### config.mk
export PLATFORM = sky130hd
export DESIGN_NAME = slt_read_seq
export DESIGN_NICKNAME = d
export VERILOG_FILES = /design/src/logic/slt_pkg.sv /design/src/logic/slt_latency_table.sv /design/src/logic/slt_read_seq.sv
export SDC_FILE = /design/constraint.sdc
export NUM_CORES = 1
export LEC_CHECK = 0
export BUFFER_PORTS_ARGS = -buffer_cell sky130_fd_sc_hd__buf_2
export CELL_PAD_IN_SITES_DETAIL_PLACEMENT = 1
export CELL_PAD_IN_SITES_GLOBAL_PLACEMENT = 1
export CORE_MARGIN = 4
export CORE_UTILIZATION = 40
export DETAILED_ROUTE_END_ITERATION = 12
export GPL_ROUTABILITY_DRIVEN = 0
export GPL_TIMING_DRIVEN = 0
export HOLD_SLACK_MARGIN = 0.06
export PLACE_DENSITY_LB_ADDON = 0.05
export SYNTH_ARGS = -nofsm -noshare
export SYNTH_HDL_FRONTEND = slang
export SYNTH_HIERARCHICAL = 1
export SYNTH_SLANG_ARGS = --single-unit
### constraint.sdc
create_clock -name clk_sys_in -period 4.05 [get_ports clk_sys_in]
set_clock_uncertainty 0.15 [all_clocks]
set_input_delay 0.2025 -clock clk_sys_in [delete_from_list [all_inputs] [get_ports clk_sys_in]]
set_output_delay 0.2025 -clock clk_sys_in [all_outputs]
set_load 0.01 [all_outputs]
### src/logic/slt_pkg.sv
package slt_pkg;

  // Read command families, also the column index of the latency tables
  typedef enum logic [2:0]
  {
    SLT_FAM_READ = 3'h0,
    SLT_FAM_FAST = 3'h1,
    SLT_FAM_DOUT = 3'h2,
    SLT_FAM_QOUT = 3'h3,
    SLT_FAM_DIO  = 3'h4,
    SLT_FAM_QIO  = 3'h5
  } slt_fam_t;

  typedef enum logic [2:0]
  {
    SLT_ST_IDLE = 3'h0,
    SLT_ST_CMD  = 3'h1,
    SLT_ST_ADDR = 3'h2,
    SLT_ST_MODE = 3'h3,
    SLT_ST_LAT  = 3'h4,
    SLT_ST_DATA = 3'h5,
    SLT_ST_SKIP = 3'h6
  } slt_state_t;

  localparam int SLT_NUM_ROW = 5;
  localparam int SLT_NUM_FAM = 6;

  localparam logic [7:0] SLT_UNSUPPORTED = 8'hFF;
  localparam logic [7:0] SLT_ZERO_CYC    = 8'h00;

  // Latency codes and the table rows they select
  localparam logic [1:0] SLT_LC_50  = 2'h3;
  localparam logic [1:0] SLT_LC_80  = 2'h0;
  localparam logic [1:0] SLT_LC_90  = 2'h1;
  localparam logic [1:0] SLT_LC_104 = 2'h2;

  localparam logic [2:0] SLT_ROW_50  = 3'h0;
  localparam logic [2:0] SLT_ROW_80  = 3'h1;
  localparam logic [2:0] SLT_ROW_90  = 3'h2;
  localparam logic [2:0] SLT_ROW_104 = 3'h3;
  localparam logic [2:0] SLT_ROW_133 = 3'h4;

  // Columns: read, fast, dual out, quad out, dual I/O, quad I/O
  // Rows 50, 80, 90, 104, 133 MHz
  localparam logic [7:0] SLT_MODE_TBL [0:SLT_NUM_ROW-1][0:SLT_NUM_FAM-1] = '{
    '{8'h00, 8'h00, 8'h00, 8'h00, 8'h00, 8'h02},
    '{8'hFF, 8'h00, 8'h00, 8'h00, 8'h00, 8'h02},
    '{8'hFF, 8'h00, 8'h00, 8'h00, 8'h00, 8'h02},
    '{8'hFF, 8'h00, 8'h00, 8'h00, 8'h00, 8'h02},
    '{8'hFF, 8'h00, 8'hFF, 8'hFF, 8'hFF, 8'hFF}
  };
  localparam logic [7:0] SLT_LAT_TBL [0:SLT_NUM_ROW-1][0:SLT_NUM_FAM-1] = '{
    '{8'h00, 8'h00, 8'h00, 8'h00, 8'h04, 8'h01},
    '{8'hFF, 8'h08, 8'h08, 8'h08, 8'h04, 8'h04},
    '{8'hFF, 8'h08, 8'h08, 8'h08, 8'h05, 8'h04},
    '{8'hFF, 8'h08, 8'h08, 8'h08, 8'h06, 8'h05},
    '{8'hFF, 8'h08, 8'hFF, 8'hFF, 8'hFF, 8'hFF}
  };

  // Opcodes, three-byte and four-byte address forms
  localparam logic [7:0] SLT_OP_READ3 = 8'h03;
  localparam logic [7:0] SLT_OP_READ4 = 8'h13;
  localparam logic [7:0] SLT_OP_FAST3 = 8'h0B;
  localparam logic [7:0] SLT_OP_FAST4 = 8'h0C;
  localparam logic [7:0] SLT_OP_DOUT3 = 8'h3B;
  localparam logic [7:0] SLT_OP_DOUT4 = 8'h3C;
  localparam logic [7:0] SLT_OP_QOUT3 = 8'h6B;
  localparam logic [7:0] SLT_OP_QOUT4 = 8'h6C;
  localparam logic [7:0] SLT_OP_DIO3  = 8'hBB;
  localparam logic [7:0] SLT_OP_DIO4  = 8'hBC;
  localparam logic [7:0] SLT_OP_QIO3  = 8'hEB;
  localparam logic [7:0] SLT_OP_QIO4  = 8'hEC;

  localparam logic [7:0] SLT_CMD_CYC   = 8'h08;
  localparam logic [7:0] SLT_ADDR3_CYC = 8'h18;
  localparam logic [7:0] SLT_ADDR4_CYC = 8'h20;

  // Lane width as log2 of bits per serial clock
  localparam logic [1:0] SLT_LG_X1 = 2'h0;
  localparam logic [1:0] SLT_LG_X2 = 2'h1;
  localparam logic [1:0] SLT_LG_X4 = 2'h2;

  localparam logic [3:0] SLT_OE_X1 = 4'h2;
  localparam logic [3:0] SLT_OE_X2 = 4'h3;
  localparam logic [3:0] SLT_OE_X4 = 4'hF;
  localparam logic [2:0] SLT_BIT_ONE = 3'h1;

endpackage

### src/logic/slt_latency_table.sv
`timescale 1ns/100ps
module slt_latency_table
  import slt_pkg::*;
(
  input  wire logic [1:0] latency_code_in,
  input  wire logic       band_133_in,
  input  wire slt_fam_t   fam_in,
  output logic      [7:0] mode_cyc_out,
  output logic      [7:0] lat_cyc_out,
  output logic            supported_out
);

  // Code 10b is shared by two bands; only the strap tells them apart
  function automatic logic [2:0] row_of(input logic [1:0] lc, input logic hi);
    case (lc)
      SLT_LC_50: row_of = SLT_ROW_50;
      SLT_LC_80: row_of = SLT_ROW_80;
      SLT_LC_90: row_of = SLT_ROW_90;
      default:   row_of = hi ? SLT_ROW_133 : SLT_ROW_104;
    endcase
  endfunction

  wire logic [2:0] row_w = row_of(latency_code_in, band_133_in);

  assign mode_cyc_out  = SLT_MODE_TBL[row_w][fam_in];
  assign lat_cyc_out   = SLT_LAT_TBL[row_w][fam_in];
  assign supported_out = (mode_cyc_out != SLT_UNSUPPORTED) && (lat_cyc_out != SLT_UNSUPPORTED);

endmodule

### src/logic/slt_read_seq.sv
`timescale 1ns/100ps
module slt_read_seq
  import slt_pkg::*;
(
  input  wire logic        clk_sys_in,
  input  wire logic        reset_in,
  input  wire logic        sck_in,
  input  wire logic        cs_n_in,
  input  wire logic  [3:0] io_in,
  input  wire logic  [1:0] latency_code_in,
  input  wire logic        band_133_in,
  input  wire logic  [7:0] rd_data_in,
  output logic       [3:0] io_out,
  output logic       [3:0] io_oe_out,
  output logic      [31:0] rd_addr_out,
  output logic       [7:0] mode_bits_out,
  output logic             reject_out,
  output logic             busy_out
);

  // {valid, four_byte, family}
  function automatic logic [4:0] decode_cmd(input logic [7:0] op);
    case (op)
      SLT_OP_READ3: decode_cmd = {2'h2, SLT_FAM_READ};
      SLT_OP_READ4: decode_cmd = {2'h3, SLT_FAM_READ};
      SLT_OP_FAST3: decode_cmd = {2'h2, SLT_FAM_FAST};
      SLT_OP_FAST4: decode_cmd = {2'h3, SLT_FAM_FAST};
      SLT_OP_DOUT3: decode_cmd = {2'h2, SLT_FAM_DOUT};
      SLT_OP_DOUT4: decode_cmd = {2'h3, SLT_FAM_DOUT};
      SLT_OP_QOUT3: decode_cmd = {2'h2, SLT_FAM_QOUT};
      SLT_OP_QOUT4: decode_cmd = {2'h3, SLT_FAM_QOUT};
      SLT_OP_DIO3:  decode_cmd = {2'h2, SLT_FAM_DIO};
      SLT_OP_DIO4:  decode_cmd = {2'h3, SLT_FAM_DIO};
      SLT_OP_QIO3:  decode_cmd = {2'h2, SLT_FAM_QIO};
      SLT_OP_QIO4:  decode_cmd = {2'h3, SLT_FAM_QIO};
      default:      decode_cmd = {2'h0, SLT_FAM_READ};
    endcase
  endfunction

  // {address lanes, data lanes} as log2 widths
  function automatic logic [3:0] lanes_of(input slt_fam_t f);
    case (f)
      SLT_FAM_DOUT: lanes_of = {SLT_LG_X1, SLT_LG_X2};
      SLT_FAM_QOUT: lanes_of = {SLT_LG_X1, SLT_LG_X4};
      SLT_FAM_DIO:  lanes_of = {SLT_LG_X2, SLT_LG_X2};
      SLT_FAM_QIO:  lanes_of = {SLT_LG_X4, SLT_LG_X4};
      default:      lanes_of = {SLT_LG_X1, SLT_LG_X1};
    endcase
  endfunction

  function automatic logic [31:0] shift_in(input logic [31:0] v, input logic [3:0] io,
                                           input logic [1:0] lg);
    case (lg)
      SLT_LG_X1: shift_in = {v[30:0], io[0]};
      SLT_LG_X2: shift_in = {v[29:0], io[1:0]};
      default:   shift_in = {v[27:0], io};
    endcase
  endfunction

  // Pin synchronisers: first stage feeds only the second
  logic [5:0]  sync1_q;
  logic [5:0]  sync2_q;
  logic        sck_last_q;
  slt_state_t  state_q;
  slt_state_t  state_d;
  logic [7:0]  cnt_q;
  logic [7:0]  cmd_sh_q;
  slt_fam_t    fam_q;
  logic        four_q;
  logic [31:0] addr_q;
  logic [7:0]  mode_q;
  logic [7:0]  data_sh_q;
  logic [2:0]  bcnt_q;
  logic [3:0]  io_q;
  logic [3:0]  oe_q;
  logic        reject_q;

  wire logic       sck_s    = sync2_q[5];
  wire logic       cs_n_s   = sync2_q[4];
  wire logic [3:0] io_s     = sync2_q[3:0];
  wire logic       sck_rise = sck_s & ~sck_last_q;
  wire logic       sck_fall = ~sck_s & sck_last_q;

  wire logic [7:0] op_w     = {cmd_sh_q[6:0], io_s[0]};
  wire logic [4:0] dec_w    = decode_cmd(op_w);
  wire logic       dec_ok_w = dec_w[4];
  wire slt_fam_t   dec_fam  = slt_fam_t'(dec_w[2:0]);
  wire slt_fam_t   fam_sel  = (state_q == SLT_ST_CMD) ? dec_fam : fam_q;
  wire logic [3:0] lanes_w  = lanes_of(fam_q);
  wire logic [1:0] alg_w    = lanes_w[3:2];
  wire logic [1:0] dlg_w    = lanes_w[1:0];

  logic [7:0] tbl_mode;
  logic [7:0] tbl_lat;
  logic       tbl_ok;

  slt_latency_table u_table
  (
    .latency_code_in (latency_code_in),
    .band_133_in     (band_133_in),
    .fam_in          (fam_sel),
    .mode_cyc_out    (tbl_mode),
    .lat_cyc_out     (tbl_lat),
    .supported_out   (tbl_ok)
  );

  wire logic [7:0] cnt_inc   = cnt_q + 8'h01;
  wire logic [7:0] addr_cyc  = (four_q ? SLT_ADDR4_CYC : SLT_ADDR3_CYC) >> alg_w;
  wire logic       cmd_last  = (cnt_inc == SLT_CMD_CYC);
  wire logic       addr_last = (cnt_inc == addr_cyc);
  wire logic       mode_last = (cnt_inc == tbl_mode);
  wire logic       lat_last  = (cnt_inc == tbl_lat);
  // Unknown opcodes and all-ones table entries are both refused
  wire logic       cmd_ok    = dec_ok_w && tbl_ok;

  // Zero-length phases are skipped so data follows at once
  wire slt_state_t after_mode_st = (tbl_lat != SLT_ZERO_CYC) ? SLT_ST_LAT : SLT_ST_DATA;
  wire slt_state_t after_addr_st = (tbl_mode != SLT_ZERO_CYC) ? SLT_ST_MODE : after_mode_st;

  // Mode bits shift at the address lane width
  wire logic [31:0] mode_sh_w = shift_in({24'h0, mode_q}, io_s, alg_w);

  // Data path: a fresh byte is taken from the array at lane offset zero
  wire logic [2:0] step_w     = SLT_BIT_ONE << dlg_w;
  wire logic [7:0] cur_byte_w = (bcnt_q == 3'h0) ? rd_data_in : data_sh_q;
  wire logic [3:0] io_nxt_w   = (dlg_w == SLT_LG_X4) ? cur_byte_w[7:4] :
                                (dlg_w == SLT_LG_X2) ? {2'h0, cur_byte_w[7:6]} :
                                {2'h0, cur_byte_w[7], 1'b0};
  wire logic [3:0] oe_pat_w   = (dlg_w == SLT_LG_X4) ? SLT_OE_X4 :
                                (dlg_w == SLT_LG_X2) ? SLT_OE_X2 : SLT_OE_X1;

  always_comb
  begin
    state_d = state_q;
    case (state_q)
      SLT_ST_IDLE: if (!cs_n_s) state_d = SLT_ST_CMD;
      SLT_ST_CMD:  if (sck_rise && cmd_last) state_d = cmd_ok ? SLT_ST_ADDR : SLT_ST_SKIP;
      SLT_ST_ADDR: if (sck_rise && addr_last) state_d = after_addr_st;
      SLT_ST_MODE: if (sck_rise && mode_last) state_d = after_mode_st;
      SLT_ST_LAT:  if (sck_rise && lat_last) state_d = SLT_ST_DATA;
      SLT_ST_DATA: state_d = SLT_ST_DATA;
      SLT_ST_SKIP: state_d = SLT_ST_SKIP;
      default:     state_d = SLT_ST_IDLE;
    endcase
    if (cs_n_s)
      state_d = SLT_ST_IDLE;
  end

  always_ff @(posedge clk_sys_in or posedge reset_in)
  begin
    if (reset_in)
    begin
      sync1_q    <= 6'h10;
      sync2_q    <= 6'h10;
      sck_last_q <= 1'b0;
      state_q    <= SLT_ST_IDLE;
      cnt_q      <= 8'h00;
      reject_q   <= 1'b0;
    end
    else
    begin
      sync1_q    <= {sck_in, cs_n_in, io_in};
      sync2_q    <= sync1_q;
      sck_last_q <= sck_s;
      state_q    <= state_d;
      cnt_q      <= (state_d != state_q) ? 8'h00 : (sck_rise ? cnt_inc : cnt_q);
      reject_q   <= (state_q == SLT_ST_CMD) && (state_d == SLT_ST_SKIP);
    end
  end

  // Command, address and mode capture on rising serial clock edges
  always_ff @(posedge clk_sys_in or posedge reset_in)
  begin
    if (reset_in)
    begin
      cmd_sh_q <= 8'h00;
      fam_q    <= SLT_FAM_READ;
      four_q   <= 1'b0;
      mode_q   <= 8'h00;
    end
    else if (sck_rise)
    begin
      if (state_q == SLT_ST_CMD)
        cmd_sh_q <= op_w;
      if (state_q == SLT_ST_CMD && cmd_last)
      begin
        fam_q  <= dec_fam;
        four_q <= dec_w[3];
      end
      if (state_q == SLT_ST_MODE)
        mode_q <= mode_sh_w[7:0];
    end
  end

  // Address register doubles as the byte pointer during data
  always_ff @(posedge clk_sys_in or posedge reset_in)
  begin
    if (reset_in)
      addr_q <= 32'h0;
    else if (state_q == SLT_ST_IDLE)
      addr_q <= 32'h0;
    else if (state_q == SLT_ST_ADDR && sck_rise)
      addr_q <= shift_in(addr_q, io_s, alg_w);
    else if (state_q == SLT_ST_DATA && sck_fall && bcnt_q == 3'h0)
      addr_q <= addr_q + 32'h1;
  end

  // Output lanes change on falling edges so the host samples on rising ones
  always_ff @(posedge clk_sys_in or posedge reset_in)
  begin
    if (reset_in)
    begin
      data_sh_q <= 8'h00;
      bcnt_q    <= 3'h0;
      io_q      <= 4'h0;
      oe_q      <= 4'h0;
    end
    else if (state_d != SLT_ST_DATA)
    begin
      bcnt_q <= 3'h0;
      oe_q   <= 4'h0;
    end
    else if (state_q == SLT_ST_DATA && sck_fall)
    begin
      data_sh_q <= cur_byte_w << step_w;
      bcnt_q    <= bcnt_q + step_w;
      io_q      <= io_nxt_w;
      oe_q      <= oe_pat_w;
    end
  end

  assign io_out        = io_q;
  assign io_oe_out     = oe_q;
  assign rd_addr_out   = addr_q;
  assign mode_bits_out = mode_q;
  assign reject_out    = reject_q;
  assign busy_out      = (state_q != SLT_ST_IDLE);

  wire logic in_tail = (state_q == SLT_ST_ADDR) || (state_q == SLT_ST_MODE) ||
                       (state_q == SLT_ST_LAT);
endmodule

==> results of run 1 <==
-- cell families after synthesis --
family,share of synthesized area
mux,0.1165
fa+ha+maj,0.01927
compound gates,0.1716
flops,0.3421
xor+xnor,0.07743
buf+inv,0.06107
simple gates,0.2121
-- registers in the layout (all words and copies together) (netlist names), 4 cells and up --
name           cells
mode_bits_out      8
cmd_sh_q           7
data_sh_q          8
io_out             4
sync2_q            6
rd_addr_out       32
cnt_q              8
sync1_q            6
-- Yosys cell counts, types with 3 or more instances --
library cell,count
sky130_fd_sc_hd__dfrtp_1,92
sky130_fd_sc_hd__nor2_1,71
sky130_fd_sc_hd__nand2_1,68
sky130_fd_sc_hd__mux2i_1,64
sky130_fd_sc_hd__a211oi_1,42
sky130_fd_sc_hd__clkbuf_1,42
sky130_fd_sc_hd__o21ai_0,42
sky130_fd_sc_hd__a21oi_1,35
sky130_fd_sc_hd__xor2_1,35
sky130_fd_sc_hd__nand3_1,26
sky130_fd_sc_hd__xnor2_1,24
sky130_fd_sc_hd__nor3_1,19
sky130_fd_sc_hd__buf_4,14
sky130_fd_sc_hd__inv_1,13
sky130_fd_sc_hd__mux2_2,13
sky130_fd_sc_hd__nand4_1,12
sky130_fd_sc_hd__ha_1,9
sky130_fd_sc_hd__nand2b_1,9
sky130_fd_sc_hd__nor2b_1,9
sky130_fd_sc_hd__nor3_2,8
sky130_fd_sc_hd__buf_2,7
sky130_fd_sc_hd__a31oi_1,6
sky130_fd_sc_hd__buf_1,6
sky130_fd_sc_hd__and3_1,5
sky130_fd_sc_hd__nor3b_1,5
sky130_fd_sc_hd__o2111ai_1,5
sky130_fd_sc_hd__o211ai_1,5
sky130_fd_sc_hd__o221ai_1,5
sky130_fd_sc_hd__or3_1,5
sky130_fd_sc_hd__nand3b_1,4
sky130_fd_sc_hd__nor4_1,4
sky130_fd_sc_hd__or2_2,4
sky130_fd_sc_hd__buf_6,3
sky130_fd_sc_hd__o31ai_1,3
-- area by class of cell --
class,count,area (um^2),share of cell area
Multi-Input combinational cell,596,4328,0.5142
Sequential cell,94,2359,0.2802
Timing Repair Buffer,110,726.9,0.08637
Buffer,71,369.1,0.04385
Tap cell,220,275.3,0.03270
Clock buffer,10,229.0,0.02720
Clock inverter,6,71.32,0.008473
Inverter,15,58.81,0.006987
-- worst min-delay path by stage --
stage | startpoint | end | slack (ps) | depth (start not counted)
2_1_floorplan | cs_n_in | sync1_q[4] | 60 | 0
4_1_cts | rd_data_in[7] | io_out[3] | 170 | 4
3_5_place_dp | io_in[0] | sync1_q[0] | 160 | 1
6_report | rd_data_in[7] | io_out[3] | 170 | 4
5_1_grt | rd_data_in[6] | io_out[2] | 200 | 4
3_3_place_gp | cs_n_in | sync1_q[4] | 160 | 1
-- where the power goes --
| part | switching [mW] | internal (mW) | leakage [nW] |
|---|---|---|---|
| registers | 0.0593 | 0.977 | 1.22 |
| clock network | 0.415 | 0.485 | 0.139 |
| logic | 0.207 | 0.179 | 1.97 |
-- critical path, stage by stage (launching register included) --
cell and delay (ps):
sky130_fd_sc_hd__dfrtp_1 390, sky130_fd_sc_hd__or3b_4 440, sky130_fd_sc_hd__a21oi_4 200, sky130_fd_sc_hd__nand2b_1 100
sky130_fd_sc_hd__o21ai_2 180, sky130_fd_sc_hd__buf_6 150, sky130_fd_sc_hd__xor2_2 70, sky130_fd_sc_hd__nand3_1 110
sky130_fd_sc_hd__o211ai_1 120, sky130_fd_sc_hd__buf_4 170, sky130_fd_sc_hd__buf_6 130, sky130_fd_sc_hd__buf_4 140
sky130_fd_sc_hd__nor2b_1 140, sky130_fd_sc_hd__a21oi_1 160, sky130_fd_sc_hd__o211ai_1 140, sky130_fd_sc_hd__a2111oi_4 430
sky130_fd_sc_hd__buf_4 190, sky130_fd_sc_hd__a21oi_4 50, sky130_fd_sc_hd__nor3_4 230, sky130_fd_sc_hd__buf_12 160
sky130_fd_sc_hd__nor3_2 40
-- metrics by stage --
step | setup TNS (ps) | hold WS [ps] | power, mW
2_1_floorplan | 0 | 56.98 | 1.249
3_3_place_gp | -13710 | 159.3 | 1.313
3_5_place_dp | -14170 | 162.6 | 1.343
4_1_cts | -2.915 | 167.0 | 2.284
5_1_grt | -3234 | 204.6 | 2.428
6_report | 0 | 171.5 | 2.323
-- routing by layer --
layer / global-route usage / up-vias
met5: 0 / -
met4: 0.03913 / 0
met3: 0.03345 / 15
met2: 0.3797 / 89
met1: 0.3175 / 3238
li1: - / 3003
-- what timing repair did --
item / in CTS / in global routing
endpoints found under the setup margin: 17 / 17
hold endpoints to repair: 55 / 0
hold buffers: 7 / 0
pin swaps: 16 / 28
buffers inserted: 22 / 13
gates cloned: 1 / 0
gates resized for setup: 28 / 33
==> Implementation_results.wiki, run 1 <==
{| class="wikitable"
! Metric !! Value
|-
| Req. time, crit path || ~4100 ps
|-
| Final #Nets || between 900 and 1000
|-
| Post-synth cell types || 83
|-
| Number of warnings reported in the yosys synthesis log || 6
|-
| Worst setup path start || cmd_sh_q[0]
|-
| Post-route setup slack || approximately 40 ps
|-
| Post-detailed-placement half-perimeter wirelength || around 15000 um
|-
| Bufs on Longest Clock Path || 2
|-
| Setup slack, reg-to-reg || 40 ps
|-
| Cell count after synthesis || 779
|-
| Worst-margin pin slew || slightly below 900 ps
|-
| Critical path type || register to register
|-
| H-tree depth || 3
|-
| Number of antenna violations at the first check in global routing || 0
|-
| Clock root buffer || sky130_fd_sc_hd__clkbuf_16
|-
| Total vias in the final route || 6345
|-
| I/O pins || between 60 and 70
|-
| Mapped Area || 6884 um^2
|-
| Dominant cell type by area after synthesis || sky130_fd_sc_hd__dfrtp_1
|-
| GRT Total Usage || 0.2270
|-
| Static Leakage || between 3 and 4 nW
|-
| Endpoint of the lowest-slack register-to-register path || io_oe_out[2]
|-
| Number of failing setup endpoints in the final timing report || 0
|-
| Most used cells in the layout excluding fill and tap cells || 89 x sky130_fd_sc_hd__dfrtp_1, 72 x sky130_fd_sc_hd__buf_2, 69 x sky130_fd_sc_hd__nor2_1
|-
| Vias in the first global route || ~6700
|-
| FP Rows || 47
|-
| Violation count after the first detailed-route iteration || 317
|-
| Total clock sinks || 94
|-
| Height of the die || roughly 140 um
|-
| Layout cell share with drive strength beyond 1 || 0.2528
|-
| Number of buffers inserted during clock tree synthesis || 9
|-
| Total routed wirelength || 22040 um
|-
| Worst-case reg-to-reg path depth || 20
|-
| Remaining global-route overflow || 0
|-
| DR WL met3 || 614 um
|-
| Average wire per standard cell || around 20 um
|-
| Synth top area share || 0.3344
|-
| Placed Cells || roughly 1100
|-
| Source of the worst register-to-register timing path || cmd_sh_q[0]
|-
| Fill cell count || between 1500 and 2000
|-
| Run status || finished, final reports clean
|-
| Maximum vdd drop || about 0.21 mV
|-
| Wire length of the first global-routing pass || approximately 36000 um
|-
| Setup crit end kind || register
|-
| Highest net fanout along the worst path || 7
|-
| Slew headroom || 0.4201
|-
| Area delta synth->final || 22.26%
|-
| Post-layout utilization of the core || 0.5040
|-
| Core Box Area || 16700 um^2
|-
| Pre-CTS setup slack || -886.8 ps
|-
| Endpoint of the most critical setup path || io_oe_out[2]
|-
| EDFF count, synth || 0
|-
| Leading register cell type out of synthesis || sky130_fd_sc_hd__dfrtp_1
|-
| Number of maximum-capacitance violations || 0
|-
| Post-synthesis sequential element count || between 90 and 100
|-
| Drt first pass iters || 4
|-
| Final hold violation count || 0
|-
| Clock latency reported for the late side of the worst-skew pair || approximately 350 ps
|-
| Max Fclk || roughly 250 MHz
|-
| Count of non-filler cells in the finished layout || between 1000 and 1500
|-
| Wl on met1 || between 10000 and 15000 um
|-
| Post-synth net total || 808
|-
| Cell area after layout || 8417 um^2
|-
| Initial Utilization || 0.4122
|-
| Post-place instance area || roughly 7500 um^2
|-
| Met2 layer wire length in the routed design || between 10000 and 15000 um
|-
| Via-per-instance ratio || between 5 and 6
|-
| Share of flip-flops with an asynchronous set or reset after synthesis || 1.000
|-
| IO Port Bufs || 67
|-
| DIE AREA || 19370 um^2
|-
| Total power density per cell area || approximately 280 nW/um^2
|-
| Most common library cell in the layout ignoring fill and taps || sky130_fd_sc_hd__dfrtp_1
|-
| Count of antenna-violating nets left after detailed routing || 0
|-
| Unrepaired setup endpoints after global routing || true
|-
| Max Used Layer || met4
|-
| Reg clk slew, reported paths || ~70 ps
|-
| Signal arrival time at the worst endpoint || 4100 ps
|-
| Hold Path Class || input port to register
|-
| Pin count of the biggest net entering global routing || 53
|-
| Clock tree from TritonCTS || yes
|-
| Period utilization || 0.9902
|-
| Register area share after synthesis || 0.3421
|-
| Worst setup SP type || register
|-
| Avg Synthesized Cell Area || roughly 8.8 um^2
|-
| Area contributors post-synth || sky130_fd_sc_hd__dfrtp_1 33%, sky130_fd_sc_hd__mux2i_1 9.3%, sky130_fd_sc_hd__a211oi_1 4.6%
|-
| Final Slew Violations || 0
|-
| Die Span X || about 140 um
|-
| Count of antenna diodes in the layout || 0
|-
| Fin crit period || roughly 4000 ps
|-
| DRC violation count after routing || 0
|}
Power figures use the tool's default switching activity.
==> run 2: changes to the inputs <==
Settings changed: ABC_AREA set to 1, CORE_UTILIZATION 40 to 39.
==> run 2 against run 1 <==
Against the previous run: global-route usage up 1.9 points; critical path type unchanged; first-iteration DRC count grew 14%; routed wire length rose by 12%; utilization shrank 3.4 points; maximum frequency increased by 6.6%; die area grew 3.9%; total power is 1.4% lower; via count is 19% higher; sequential power about the same; critical path depth increased by 2.
==> Implementation_results.wiki, run 2 <==
{| class="wikitable"
! Metric !! Value
|-
| Post-detailed-placement half-perimeter wirelength || 18170 um (+19%)
|-
| DIE AREA || 20120 um^2 (+3.9%)
|-
| Total clock sinks || 94 (unchanged)
|-
| Height of the die || 141.8 um (+1.9%)
|-
| Number of failing setup endpoints in the final timing report || 0 (unchanged)
|-
| Drt first pass iters || 5 (+1)
|-
| Area delta synth->final || 17.17%
|-
| Count of antenna-violating nets left after detailed routing || 0 (unchanged)
|-
| Most common library cell in the layout ignoring fill and taps || sky130_fd_sc_hd__nand2_1
|-
| Post-synth net total || 1083 (+34%)
|-
| Final hold violation count || 0 (unchanged)
|-
| Pin count of the biggest net entering global routing || 60 (+13%)
|-
| Average wire per standard cell || 17.91 um (-8.8%)
|-
| Static Leakage || 3.986 nW (+20%)
|-
| Period utilization || 0.9287 (-0.06141)
|-
| Cell with the most instances after synthesis || sky130_fd_sc_hd__nand2_1
|-
| Remaining global-route overflow || 0 (unchanged)
|-
| Most used cells in the layout excluding fill and tap cells || 284 x sky130_fd_sc_hd__nand2_1, 112 x sky130_fd_sc_hd__inv_1, 91 x sky130_fd_sc_hd__nor2_1
|-
| Placed Cells || 1348 (+26%)
|-
| Violation count after the first detailed-route iteration || 360 (+14%)
|-
| Setup crit end kind || register
|-
| Critical path type || register to register
|-
| Hold Path Class || input port to register
|-
| H-tree depth || 3 (unchanged)
|-
| IO Port Bufs || 68 (+1.5%)
|-
| Count of antenna diodes in the layout || 0 (unchanged)
|-
| EDFF count, synth || 0 (unchanged)
|-
| Area contributors post-synth || sky130_fd_sc_hd__dfrtp_1 33%, sky130_fd_sc_hd__nand2_1 16%, sky130_fd_sc_hd__nand3_1 6.4%
|-
| Post-synth cell types || 48 (-42%)
|-
| Number of buffers inserted during clock tree synthesis || 9 (unchanged)
|-
| Most used cell along the critical path || sky130_fd_sc_hd__nand2_1
|-
| Synth top area share || 0.3295 (-0.004911)
|-
| Clock root buffer || sky130_fd_sc_hd__clkbuf_16
|-
| Final Slew Violations || 0 (unchanged)
|-
| Number of warnings reported in the yosys synthesis log || 6 (unchanged)
|-
| Fill cell count || 2356 (+19%)
|-
| FP Rows || 48 (+2.1%)
|-
| Cell count after synthesis || 1054 (+35%)
|-
| Leading register cell type out of synthesis || sky130_fd_sc_hd__dfrtp_1
|-
| Number of antenna violations at the first check in global routing || 0 (unchanged)
|-
| Register area share after synthesis || 0.3370 (-0.005023)
|-
| Dominant cell type by area after synthesis || sky130_fd_sc_hd__dfrtp_1
|-
| Post-synthesis sequential element count || 94 (unchanged)
|-
| Layout cell share with drive strength beyond 1 || 0.1557 (-0.09706)
|-
| Delay of the slowest critical-path stage || 420 ps (-20 ps)
|-
| Largest register FFs || 32 (unchanged)
|-
| Count of non-filler cells in the finished layout || 1381 (+23%)
|-
| Req. time, crit path || 4140 ps (about the same)
|-
| Die Span X || 141.8 um (+1.9%)
|-
| Final #Nets || 1180 (+27%)
|-
| Slowest cell on crit path || sky130_fd_sc_hd__dfrtp_1
|-
| Most instantiated cells after synthesis || 289 x sky130_fd_sc_hd__nand2_1, 115 x sky130_fd_sc_hd__inv_1, 94 x sky130_fd_sc_hd__nor2_1
|-
| Number of maximum-capacitance violations || 0 (unchanged)
|-
| Avg Synthesized Cell Area || 6.629 um^2 (-25%)
|-
| Run status || finished, final reports clean
|-
| Met1 capacity usage during global routing || 0.3464 (+0.02888)
|-
| Total vias in the final route || 7520 (+19%)
|-
| Slew headroom || 0.4900 (+0.06988)
|-
| Initial Utilization || 0.4011 (-0.01105)
|-
| Total routed wirelength || 24740 um (+12%)
|-
| DRC violation count after routing || 0 (unchanged)
|-
| Wire length of the first global-routing pass || 39990 um (+10%)
|-
| Via-per-instance ratio || 5.445 (-3.7%)
|-
| Bufs on Longest Clock Path || 2 (unchanged)
|-
| Area of all sequential standard cells || 2357 um^2 (about the same)
|-
| Maximum vdd drop || 0.2009 mV (-4.2%)
|-
| Total power density per cell area || 279.8 nW/um^2 (+1.3%)
|-
| Grt met3 use || 0.03000 (-0.003452)
|-
| Layer with the highest usage after global routing || met2
|-
| I/O pins || 69 (unchanged)
|-
| Signal arrival time at the worst endpoint || 3850 ps (-250 ps)
|-
| Clock tree from TritonCTS || yes
|-
| Worst-margin pin slew || 760.9 ps (-109.0 ps)
|-
| Max Fclk || 265.9 MHz (+6.6%)
|-
| Highest net fanout along the worst path || 10 (+3)
|-
| Area taken by multi-input logic gates || 3985 um^2 (-7.9%)
|-
| GRT Total Usage || 0.2460 (+0.01901)
|-
| Fin crit period || 3761 ps (-248.7 ps)
|-
| Reg clk slew, reported paths || 70 ps (about the same)
|-
| Clock latency reported for the late side of the worst-skew pair || 350 ps (about the same)
|-
| Overall power after layout || 2.290 mW (-1.4%)
|-
| Vias in the first global route || 7609 (+14%)
|-
| Core Box Area || 17420 um^2 (+4.3%)
|-
| GR Layer Usage met2 || 0.4041 (+0.02445)
|-
| Share of flip-flops with an asynchronous set or reset after synthesis || 1.000 (unchanged)
|-
| Mapped Area || 6987 um^2 (+1.5%)
|-
| Worst setup SP type || register
|-
| Critical-path cell list || inv_1 > nor3_4 > nand3_1 > o21ai_1 > inv_1 > nand2_1 > nand3_4 > nand2_4 > buf_4 > xor2_1 > nand2_1 > nor2_1 > nand3_1 > nor2_1 > nand3_2 > a21oi_2 > nand3_2 > nor2_4 > nand2_2 > buf_6 > nand2_1 > nand2_1
|}
[run 2: report_power, final]
group | switching (mW) | total, mW | internal (mW)
Sequential | 0.0467 | 1.02 | 0.978
Combinational | 0.254 | 0.380 | 0.126
Clock | 0.435 | 0.886 | 0.452
Total | 0.735 | 2.29 | 1.55
[run 2: area by class of cell]
type	instances	area share
clock buffers	10	0.02919
inverters	123	0.05716
well taps	225	0.03439
plain buffers	55	0.03576
clock inverters	6	0.007030
flip-flops and latches	94	0.2879
multi-input cells	783	0.4868
repair buffers	85	0.06175
[run 2: cells by family after synthesis]
family,Yosys count,share of synthesized area
compound gates,188,0.1551
xor+xnor,17,0.02131
fa+ha+maj,10,0.01898
buf+inv,178,0.1076
flops,94,0.3370
mux,2,0.002865
simple gates,565,0.3571
[run 2: worst max-delay path, delay by kind of cell (launching register included)]
kind / cells / cell delay (ps)
simple gates: 15 / 1960
compound gates: 2 / 350
xor+xnor: 1 / 190
flops: 1 / 420
buf+inv: 4 / 570
[run 2: metal layers]
metal  vias to the layer above  wire length (um)
met5                         -                 0
li1                       3693                 -
met4                         0               283
met1                      3638             11680
met2                       169             11690
met3                        20              1079
[run 2: what timing repair did]
item,4_1_cts,5_1_grt
cloned,0,1
buffers inserted,0,9
gates resized for setup,8,26
hold buffers,7,0
hold endpoints to repair,39,0
pin swaps,0,5
setup endpoints to repair,26,26
[run 2: path summary, 6_finish.rpt]
| check | startpoint | to | slack [ps] | depth (start not counted) |
|---|---|---|---|---|
| worst max-delay path | state_q[0] | data_sh_q[1] | 290 | 22 |
| worst min-delay path | rd_data_in[7] | io_out[3] | 160 | 5 |
| worst max register to register | state_q[0] | data_sh_q[1] | 290 | 22 |
| worst min register to register | sync1_q[3] | sync2_q[3] | 200 | 0 |
| max in group asynchronous | reset_in | cmd_sh_q[6] | 2810 | 4 |
| min in group asynchronous | reset_in | sync2_q[1] | 270 | 3 |
[run 2: through the flow]
step	setup WS [ps]	instance area (um^2)	hold WS [ps]	util	TNS (ps)
after detailed placement	-395.2	7639	109.8	0.4386	-8692
after global routing	-68.40	8187	208.3	0.4700	-643.3
after global placement	-353.6	7609	159.1	0.4369	-13300
final	288.6	8187	163.1	0.4700	0
after CTS	10.32	8035	156.4	0.4614	0
after floorplan	702.5	6987	56.98	-	0
